$ cat config.mk
export PLATFORM = sky130hd
export DESIGN_NAME = fan_speed_curve_and_fault_logic
export DESIGN_NICKNAME = d
export VERILOG_FILES = /design/src/fan_curve_pkg.sv /design/src/fan_speed_curve_and_fault_logic.sv
export VERILOG_INCLUDE_DIRS = /design/src
export SDC_FILE = /design/constraint.sdc
export NUM_CORES = 2
export LEC_CHECK = 0
export BUFFER_PORTS_ARGS = -buffer_cell sky130_fd_sc_hd__buf_2
export CORE_ASPECT_RATIO = 1.75
export CORE_MARGIN = 1
export CORE_UTILIZATION = 45
export DETAILED_ROUTE_END_ITERATION = 16
export GPL_ROUTABILITY_DRIVEN = 0
export PLACE_DENSITY = 0.63
export SYNTH_ARGS = -nofsm -noshare
export SYNTH_HDL_FRONTEND = slang
export SYNTH_SLANG_ARGS = --single-unit
$ cat constraint.sdc
create_clock -name MCLK -period 11.01 [get_ports MCLK]
set_clock_uncertainty 0.1 [all_clocks]
set_input_delay 1.101 -clock MCLK [delete_from_list [all_inputs] [get_ports MCLK]]
set_output_delay 1.101 -clock MCLK [all_outputs]
set_load 0.005 [all_outputs]
$ cat src/fan_curve_regs.svh
`ifndef FAN_CURVE_REGS_SVH
`define FAN_CURVE_REGS_SVH

// Readback register offsets
`define REG_FAULT_MAIN 8'h93
`define REG_SYNC_LOSS 8'h94

// Field positions in the main fault and sync-loss readback words
`define FLT_OV_BIT 9
`define FLT_UV_BIT 8
`define FLT_CP_BIT 7
`define FLT_TSD_BIT 6
`define FLT_OCP_MSB 5
`define FLT_SYNC_MSB 6
`define RD_RESET 16'h0000

// Clock and timing
`define CLK_PERIOD_PS 4000
`define BLANK_TIME_NS 640
`define BLANK_CYC ((`BLANK_TIME_NS * 1000 + `CLK_PERIOD_PS - 1) / `CLK_PERIOD_PS)
`define LOCK_TIME_MS 5000
`define LOCK_CYC ((64'd`LOCK_TIME_MS * 64'd1000000000) / 64'd`CLK_PERIOD_PS)
`define COAST_TIME_MS 100
`define COAST_CYC ((64'd`COAST_TIME_MS * 64'd1000000000) / 64'd`CLK_PERIOD_PS)

// Demand scale
`define DUTY_FULL 9'h1ff
`define DUTY_HALF 9'h100
`define DUTY_HALF_LO 9'h0ff
`define MAXDUTY_STEP 4'h8
`define ONOFF_HYS_PERMIL 8
`define ONOFF_HYS ((`ONOFF_HYS_PERMIL * 511) / 1000)
`define MAXHYS_STEP_PERMIL 4
`define MAXHYS_STEP ((`MAXHYS_STEP_PERMIL * 511) / 1000)
`define SLOPE_SHIFT 6
`define SPEED_MAX 18'h3ffff

`endif

$ cat src/fan_curve_pkg.sv
package fan_curve_pkg;

	typedef struct packed {
		logic [11:0] min_speed_setpoint;
		logic [13:0] speed_slope_value;
		logic [7:0] duty_enable_threshold;
		logic [7:0] duty_disable_threshold;
		logic [7:0] off_level_pwm;
		logic [7:0] min_duty_clamp;
		logic [3:0] max_duty_code;
		logic [3:0] max_duty_hysteresis;
		logic onoff_window_control;
		logic reverse_below_off_option;
		logic duty_invert;
		logic max_duty_behaviour_option;
		logic half_duty_direction;
		logic overcurrent_latch_option;
		logic overvoltage_lock_option;
	} curve_cfg_s;

	typedef struct packed {
		logic overvoltage;
		logic undervoltage;
		logic charge_pump_uv;
		logic thermal_shutdown;
		logic low_side_sense;
		logic [5:0] overcurrent_protection;
		logic [6:0] sync_loss;
	} fault_in_s;

	typedef enum logic [1:0] {
		ST_STOP = 2'b00,
		ST_RUN = 2'b01,
		ST_COAST = 2'b10
	} motor_state_e;

endpackage : fan_curve_pkg

$ cat src/fan_speed_curve_and_fault_logic.sv
`timescale 1ns/1ns
`default_nettype none
`include "fan_curve_regs.svh"

module fan_speed_curve_and_fault_logic #(
	parameter int PW = 24,
	parameter logic [63:0] LOCK_CYC = `LOCK_CYC,
	parameter logic [63:0] COAST_CYC = `COAST_CYC
) (
	input wire logic MCLK,
	input wire logic RESET_N,
	input wire logic SPD_IN,
	input wire fan_curve_pkg::fault_in_s FAULT_IN,
	input wire fan_curve_pkg::curve_cfg_s CFG,
	input wire logic [7:0] RD_ADDR,
	output logic [15:0] RD_DATA,
	output logic DRIVE_EN,
	output logic [17:0] SPEED_TARGET,
	output logic [8:0] DEMAND,
	output logic OPEN_LOOP,
	output logic REVERSE,
	output logic OFF_LEVEL_MODE,
	output logic [7:0] OFF_LEVEL_PWM,
	output logic COASTING,
	output logic LOCK_ACTIVE,
	output logic CURRENT_LIMIT,
	output logic FAULT_OUT_N_O,
	output logic FAULT_OUT_N_OE
);

	localparam int NF = $bits(fan_curve_pkg::fault_in_s);
	localparam int NQ = 7;
	localparam logic [7:0] BLANK = 8'(`BLANK_CYC);
	localparam logic [PW-1:0] CNT_MAX = {PW{1'b1}};

	// Input synchronisers
	logic [NF:0] sync_a;
	logic [NF:0] sync_b;
	always_ff @(posedge MCLK or negedge RESET_N) begin
		if (!RESET_N) begin
			sync_a <= '0;
			sync_b <= '0;
		end else begin
			sync_a <= {SPD_IN, FAULT_IN};
			sync_b <= sync_a;
		end
	end
	fan_curve_pkg::fault_in_s flt;
	wire spd_s = sync_b[NF];
	assign flt = sync_b[NF-1:0];

	// Duty measurement
	logic spd_d;
	logic [PW-1:0] cnt_period;
	logic [PW-1:0] cnt_high;
	logic [PW-1:0] lat_period;
	logic [PW-1:0] lat_high;
	logic div_busy;
	logic [3:0] div_bit;
	logic [8:0] quot;
	logic [8:0] demand;
	wire spd_rise = spd_s & ~spd_d;
	wire cnt_timeout = (cnt_period == CNT_MAX);
	wire [8:0] trial = quot | (9'h001 << div_bit);
	wire [PW+8:0] prod = {9'h000, lat_period} * {{PW{1'b0}}, trial};
	wire [PW+8:0] num = {9'h000, lat_high} * {{PW{1'b0}}, `DUTY_FULL};
	always_ff @(posedge MCLK or negedge RESET_N) begin
		if (!RESET_N) begin
			spd_d <= 1'b0;
			cnt_period <= '0;
			cnt_high <= '0;
			lat_period <= '0;
			lat_high <= '0;
			div_busy <= 1'b0;
			div_bit <= 4'h0;
			quot <= 9'h000;
			demand <= 9'h000;
		end else begin
			spd_d <= spd_s;
			if (spd_rise && cnt_period != '0) begin
				lat_period <= cnt_period;
				lat_high <= cnt_high;
				cnt_period <= PW'(1);
				cnt_high <= PW'(1);
				div_busy <= 1'b1;
				div_bit <= 4'h8;
				quot <= 9'h000;
			end else if (cnt_timeout) begin
				demand <= spd_s ? `DUTY_FULL : 9'h000;
			end else begin
				cnt_period <= cnt_period + PW'(1);
				cnt_high <= cnt_high + PW'(spd_s);
			end
			if (div_busy && !spd_rise) begin
				if (prod <= num) begin
					quot <= trial;
				end
				if (div_bit == 4'h0) begin
					div_busy <= 1'b0;
					demand <= (prod <= num) ? trial : quot;
				end else begin
					div_bit <= div_bit - 4'h1;
				end
			end
		end
	end

	// Curve mapping
	wire [8:0] d_inv = CFG.duty_invert ? (`DUTY_FULL - demand) : demand;
	wire clamp_on = (CFG.min_duty_clamp != 8'h00);
	wire [8:0] clamp9 = {1'b0, CFG.min_duty_clamp};
	wire [8:0] d_cl = (clamp_on && d_inv < clamp9) ? clamp9 : d_inv;
	wire dir_fwd = (d_cl >= `DUTY_HALF);
	wire [8:0] half_mag = dir_fwd ? (d_cl - `DUTY_HALF) : (`DUTY_HALF_LO - d_cl);
	wire [8:0] mag = CFG.half_duty_direction ? half_mag : d_cl;
	wire [8:0] en_thr = {1'b0, CFG.duty_enable_threshold};
	wire [8:0] dis_thr = {1'b0, CFG.duty_disable_threshold};
	wire [9:0] mag_hys = {1'b0, mag} + 10'(`ONOFF_HYS);
	wire on_reach = (mag >= en_thr);
	wire off_plain = (mag <= dis_thr) && (en_thr != 9'h000);
	wire off_win = (mag_hys <= {1'b0, dis_thr});
	wire off_hit = CFG.onoff_window_control ? off_win : off_plain;
	wire [8:0] max_thr = `DUTY_FULL - {2'b00, CFG.max_duty_code, 3'b000};
	// Widen before adding one so that code 15 gives sixteen steps, not zero
	wire [8:0] max_hys = ({5'h00, CFG.max_duty_hysteresis} + 9'h001) * 9'(`MAXHYS_STEP);
	wire [9:0] max_low = {1'b0, max_thr} - {1'b0, max_hys};
	wire max_en = (CFG.max_duty_code != 4'h0);

	logic curve_on;
	logic above_max;
	wire next_curve_on = curve_on ? !off_hit : on_reach;
	wire next_above_max = !max_en ? 1'b0 :
		above_max ? ({1'b0, mag} >= max_low) : (mag >= max_thr);
	wire [8:0] mag_sp = (above_max && CFG.max_duty_behaviour_option) ? max_thr : mag;
	wire [22:0] slope_prod = {9'h000, CFG.speed_slope_value} * {14'h0000, mag_sp};
	wire [16:0] slope_term = slope_prod[22:`SLOPE_SHIFT];
	wire [17:0] slope_adj = CFG.half_duty_direction ? {slope_term, 1'b0} : {1'b0, slope_term};
	wire [18:0] speed_sum = {1'b0, slope_adj} + {7'h00, CFG.min_speed_setpoint};
	wire [17:0] speed_sat = speed_sum[18] ? `SPEED_MAX : speed_sum[17:0];
	wire off_level = CFG.onoff_window_control && !curve_on;
	wire want_run = curve_on || CFG.onoff_window_control;
	wire want_rev = CFG.half_duty_direction ? !dir_fwd :
		(off_level && CFG.reverse_below_off_option);

	// Qualification filters: overcurrent bits and current-limit sense
	wire [NQ-1:0] q_raw = {flt.low_side_sense, flt.overcurrent_protection};
	logic [NQ-1:0] q_ok;
	genvar gi;
	generate
		for (gi = 0; gi < NQ; gi++) begin : g_blank
			logic [7:0] bcnt;
			always_ff @(posedge MCLK or negedge RESET_N) begin
				if (!RESET_N) begin
					bcnt <= 8'h00;
				end else if (!q_raw[gi]) begin
					bcnt <= 8'h00;
				end else if (bcnt != BLANK) begin
					bcnt <= bcnt + 8'h01;
				end
			end
			assign q_ok[gi] = q_raw[gi] && (bcnt == BLANK);
		end
	endgenerate

	// Fault handling
	logic [5:0] ocp_flag;
	logic [6:0] sync_d;
	logic ov_d;
	logic run_cmd_d;
	logic lock_act;
	logic [63:0] lock_cnt;
	wire lock_done = lock_act && (lock_cnt >= LOCK_CYC - 64'd1);
	wire ocp_any = |ocp_flag;
	wire [5:0] ocp_new = q_ok[5:0] & ~ocp_flag;
	wire onoff_cycle = want_run && !run_cmd_d;
	wire [5:0] ocp_clr = CFG.overcurrent_latch_option ? {6{onoff_cycle}} : {6{lock_done}};
	wire sync_rise = |(flt.sync_loss & ~sync_d);
	wire ov_rise = flt.overvoltage && !ov_d && CFG.overvoltage_lock_option;
	wire ocp_retry = (|ocp_new) && !CFG.overcurrent_latch_option;
	wire lock_start = sync_rise || ov_rise || ocp_retry;
	wire fault_stop = flt.undervoltage || flt.thermal_shutdown || flt.charge_pump_uv
		|| flt.overvoltage || ocp_any || lock_act;
	wire fault_pin = flt.undervoltage || flt.thermal_shutdown || flt.charge_pump_uv
		|| flt.overvoltage || ocp_any || (|flt.sync_loss) || lock_act;
	always_ff @(posedge MCLK or negedge RESET_N) begin
		if (!RESET_N) begin
			ocp_flag <= 6'h00;
			sync_d <= 7'h00;
			ov_d <= 1'b0;
			run_cmd_d <= 1'b0;
			lock_act <= 1'b0;
			lock_cnt <= 64'd0;
		end else begin
			ocp_flag <= q_ok[5:0] | (ocp_flag & ~ocp_clr);
			sync_d <= flt.sync_loss;
			ov_d <= flt.overvoltage;
			run_cmd_d <= want_run;
			if (lock_start) begin
				lock_act <= 1'b1;
				lock_cnt <= 64'd0;
			end else if (lock_done) begin
				lock_act <= 1'b0;
			end else if (lock_act) begin
				lock_cnt <= lock_cnt + 64'd1;
			end
		end
	end

	// Run, stop and coast sequencing
	fan_curve_pkg::motor_state_e mstate;
	fan_curve_pkg::motor_state_e next_mstate;
	logic cur_rev;
	logic [63:0] coast_cnt;
	wire coast_done = (coast_cnt >= COAST_CYC - 64'd1);
	always_comb begin
		next_mstate = mstate;
		case (mstate)
			fan_curve_pkg::ST_STOP: begin
				if (want_run && !fault_stop) begin
					next_mstate = fan_curve_pkg::ST_RUN;
				end
			end
			fan_curve_pkg::ST_RUN: begin
				if (!want_run || fault_stop) begin
					next_mstate = fan_curve_pkg::ST_STOP;
				end else if (want_rev != cur_rev) begin
					next_mstate = fan_curve_pkg::ST_COAST;
				end
			end
			fan_curve_pkg::ST_COAST: begin
				if (coast_done) begin
					next_mstate = fan_curve_pkg::ST_STOP;
				end
			end
			default: begin
				next_mstate = fan_curve_pkg::ST_STOP;
			end
		endcase
	end

	always_ff @(posedge MCLK or negedge RESET_N) begin
		if (!RESET_N) begin
			mstate <= fan_curve_pkg::ST_STOP;
			cur_rev <= 1'b0;
			coast_cnt <= 64'd0;
			curve_on <= 1'b0;
			above_max <= 1'b0;
		end else begin
			mstate <= next_mstate;
			curve_on <= next_curve_on;
			above_max <= next_above_max;
			coast_cnt <= (mstate == fan_curve_pkg::ST_COAST) ? coast_cnt + 64'd1 : 64'd0;
			if (mstate == fan_curve_pkg::ST_STOP) begin
				cur_rev <= want_rev;
			end
		end
	end

	// Readback and outputs
	wire [15:0] rb_main = {6'h00, flt.overvoltage, flt.undervoltage, flt.charge_pump_uv,
		flt.thermal_shutdown, ocp_flag};
	wire [15:0] rb_sync = {9'h000, flt.sync_loss};
	wire [15:0] rd_mux = (RD_ADDR == `REG_FAULT_MAIN) ? rb_main :
		(RD_ADDR == `REG_SYNC_LOSS) ? rb_sync : 16'h0000;
	wire run_now = (mstate == fan_curve_pkg::ST_RUN) && !fault_stop;

	always_ff @(posedge MCLK or negedge RESET_N) begin
		if (!RESET_N) begin
			RD_DATA <= `RD_RESET;
			DRIVE_EN <= 1'b0;
			SPEED_TARGET <= 18'h00000;
			DEMAND <= 9'h000;
			OPEN_LOOP <= 1'b0;
			REVERSE <= 1'b0;
			OFF_LEVEL_MODE <= 1'b0;
			OFF_LEVEL_PWM <= 8'h00;
			COASTING <= 1'b0;
			LOCK_ACTIVE <= 1'b0;
			CURRENT_LIMIT <= 1'b0;
			FAULT_OUT_N_O <= 1'b0;
			FAULT_OUT_N_OE <= 1'b0;
		end else begin
			RD_DATA <= rd_mux;
			DRIVE_EN <= run_now;
			SPEED_TARGET <= speed_sat;
			DEMAND <= mag;
			OPEN_LOOP <= above_max && !CFG.max_duty_behaviour_option;
			REVERSE <= cur_rev;
			OFF_LEVEL_MODE <= off_level;
			OFF_LEVEL_PWM <= CFG.off_level_pwm;
			COASTING <= (mstate == fan_curve_pkg::ST_COAST);
			LOCK_ACTIVE <= lock_act;
			CURRENT_LIMIT <= q_ok[6];
			FAULT_OUT_N_O <= 1'b0;
			FAULT_OUT_N_OE <= fault_pin;
		end
	end

endmodule : fan_speed_curve_and_fault_logic
`default_nettype wire

==> flow_metrics.tcl <==
set metrics [dict create \
    rsz0062_at_grt "no" \
    tightest_slew_ns 1.19 \
    setup_viol 0 \
    final_layout_size_suffix_gt1_frac 0.0782 \
    use_met1 0.249 \
    drt-wirelength-per-cell_um 17.3 \
    ctsResizeCount 0 \
    clock_latency_ns 0.62 \
    drv_slew 0 \
    async_reset_ff_frac 1.00 \
    ant_nets 0 \
    clockRootBuffer "clkbuf_16" \
    io_pins 162 \
    dieArea_um2 79300 \
    cts_tree "built" \
    use_met2 0.415 \
    outcome "completed" \
    synth_cell_types 69 \
    avgSynthCellArea_um2 9.44 \
    slowest_delay_ns 0.88 \
    die_y_um 372 \
    nets 4570 \
    grt_pass1_wl_um 140000 \
    synth-seq-cells 416 \
    synthTopCellsByCount "inv_1 (447), nand2_1 (444), dfrtp_1 (416)" \
    synth_edf_count 0 \
    die_w_um 213 \
    finalSetupTns_ns 0 \
    critPathSlowestCell "or4_1" \
    period_needed_ns 9.91 \
    synth_cells 3726 \
    drt_wl_total_um 85300 \
    cts_max_level 2 \
    setup.worst_path.end_class "flop" \
    drv_cap 0 \
    yosys.area.top_type "dfrtp_1" \
    path_clk_slew_ns 0.06 \
    period_share 0.900 \
    cts_buffers 44 \
    grt_max_degree 108 \
    cp_max_fo 16 \
    hold_path.class "reg -> reg" \
    required_ns 11.42 \
    fill_cells 7317 \
    grt-busiest-layer "met2" \
    track_usage 0.225 \
    cts.hold.buffers_added 0 \
    cp.arrival_ns 10.32 \
    syn2layout_area_growth_pct 9.61 \
    vias_per_cell 5.24 \
    synth_area_leaders "dfrtp_1 (30%), fa_1 (20%), ha_1 (9.3%), inv_1 (4.8%), nand2_1 (4.7%)" \
    dp_cells 4837 \
    antenna_found_initial 8 \
    synth-seq-area-share 0.296 \
    use_met3 0.0294 \
    finalHoldViolCount 0 \
    first_pass_iters 5 \
    syn-cell-area_um2 35200 \
    cts_setup_buffers 0 \
    hpwlAfterDp_um 67000 \
    portBuffers 154 \
    initial_core_util 0.454 \
    instances_no_fill 4919 \
    max_freq_mhz 101 \
    critical_path_class "in -> reg" \
    ctsLongestPathBuffers 3 \
    startpoint_type "input pin" \
    maxSlewHeadroom 0.203 \
    yosysTopAreaCellShare 0.296 \
    drc 0 \
    core-area_um2 77400 \
    grt_pass1_vias 27000 \
    ys.flop_type "dfrtp_1" \
    vias 25800 \
    yosys_warnings 0 \
    synth.most_common_cell "inv_1" \
    placementRows 135 \
    drtIter0Drc 1167 \
    clock-sinks 416 \
    grt_remaining_overflow 0 \
]
registers in the layout, summed over array words and instances, names as in the netlist, 4 cells and up:
register and flops:
coast_cnt 64, lock_cnt 64, g_blank.bcnt 56, cnt_high 24
cnt_period 24, lat_high 24, lat_period 24, sync_a 19
sync_b 19, SPEED_TARGET 18, RD_DATA 10, DEMAND 9
demand 9, quot 9, OFF_LEVEL_PWM 8, sync_d 7
ocp_flag 6, div_bit 4
cell families (layout without fill, tap and decap cells):
logic type	after synthesis	count (layout)	share of synthesized area
DFF	416	416	0.296
and+or+nand+nor	1416	1416	0.201
adders and majority gates	612	612	0.293
xor gates and xnor gates	258	258	0.0648
buffers and inverters	562	719	0.0617
AOI/OAI and AO/OA	440	440	0.0776
other	1	10	0.000107
muxes	21	21	0.00605
per-stage QoR:
stage               setup slack, ns  cell area, um2   util  hold slack, ns
finish                         1.10           38500  0.498           0.245
global route                  0.361           38500  0.498           0.251
CTS                            1.10           38500  0.498           0.246
detailed placement            0.468           37100  0.479           0.235
global placement              0.641           37100  0.479           0.232
floorplan                     0.915           35200      -           0.231
placed cells by master (no fill, tap or decap), drive strengths merged, types with 97 or more instances in the layout:
cell   synthesis  final
nor2         233    233
xnor2        121    121
nand3        120    120
o21ai        109    109
fa           352    352
buf           22    191
dfrtp        416    416
inv          447    451
ha           260    260
a21oi        139    139
and2         195    195
nor2b         97     97
nand2        454    454
xor2         137    137
worst paths after layout:
path                                               to  cells past startpoint            startpoint  slack, ns
min reg2reg                      sync_b[12]$_DFF_PN0_                      0  sync_a[12]$_DFF_PN0_       0.25
max                        SPEED_TARGET[12]$_DFF_PN0_                     35                CFG[4]       1.10
min in group asynchronous  OFF_LEVEL_PWM[1]$_DFF_PN0_                      1               RESET_N       0.44
max reg2reg                SPEED_TARGET[12]$_DFF_PN0_                     37   demand[6]$_DFF_PN0_       1.34
min                              sync_b[12]$_DFF_PN0_                      0  sync_a[12]$_DFF_PN0_       0.25
max in group asynchronous          curve_on$_DFF_PN0_                      3               RESET_N       8.15
per-layer routing:
metal	wire length, um	vias up
li1	-	12300
met1	31800	12700
met2	45600	495
met3	3510	192
met4	4390	4
met5	27	-
critical path, delay by kind of cell:
kind | cells | cell delay [ns]
AND/OR/NAND/NOR | 7 | 2.22
multiplexers | 1 | 0.13
adder cells (fa/ha/maj) | 7 | 3.16
AO/OA/AOI/OAI | 13 | 2.53
XOR/XNOR | 2 | 0.57
buffers and inverters | 5 | 0.61
area by class of cell:
cell class	instances	area [um2]	area share
antenna	3	7.51	0.000195
clock buffer	56	1210	0.0313
clock inverter	23	255	0.00662
inverter	449	1690	0.0437
multi-input combinational	2754	22600	0.587
sequential	416	10400	0.270
tap	1027	1280	0.0333
timing repair buffer	191	1060	0.0275
Power is left out: the tool's default activity adds up to more than one toggle a clock period on the data nets, which glitch-free logic cannot reach.
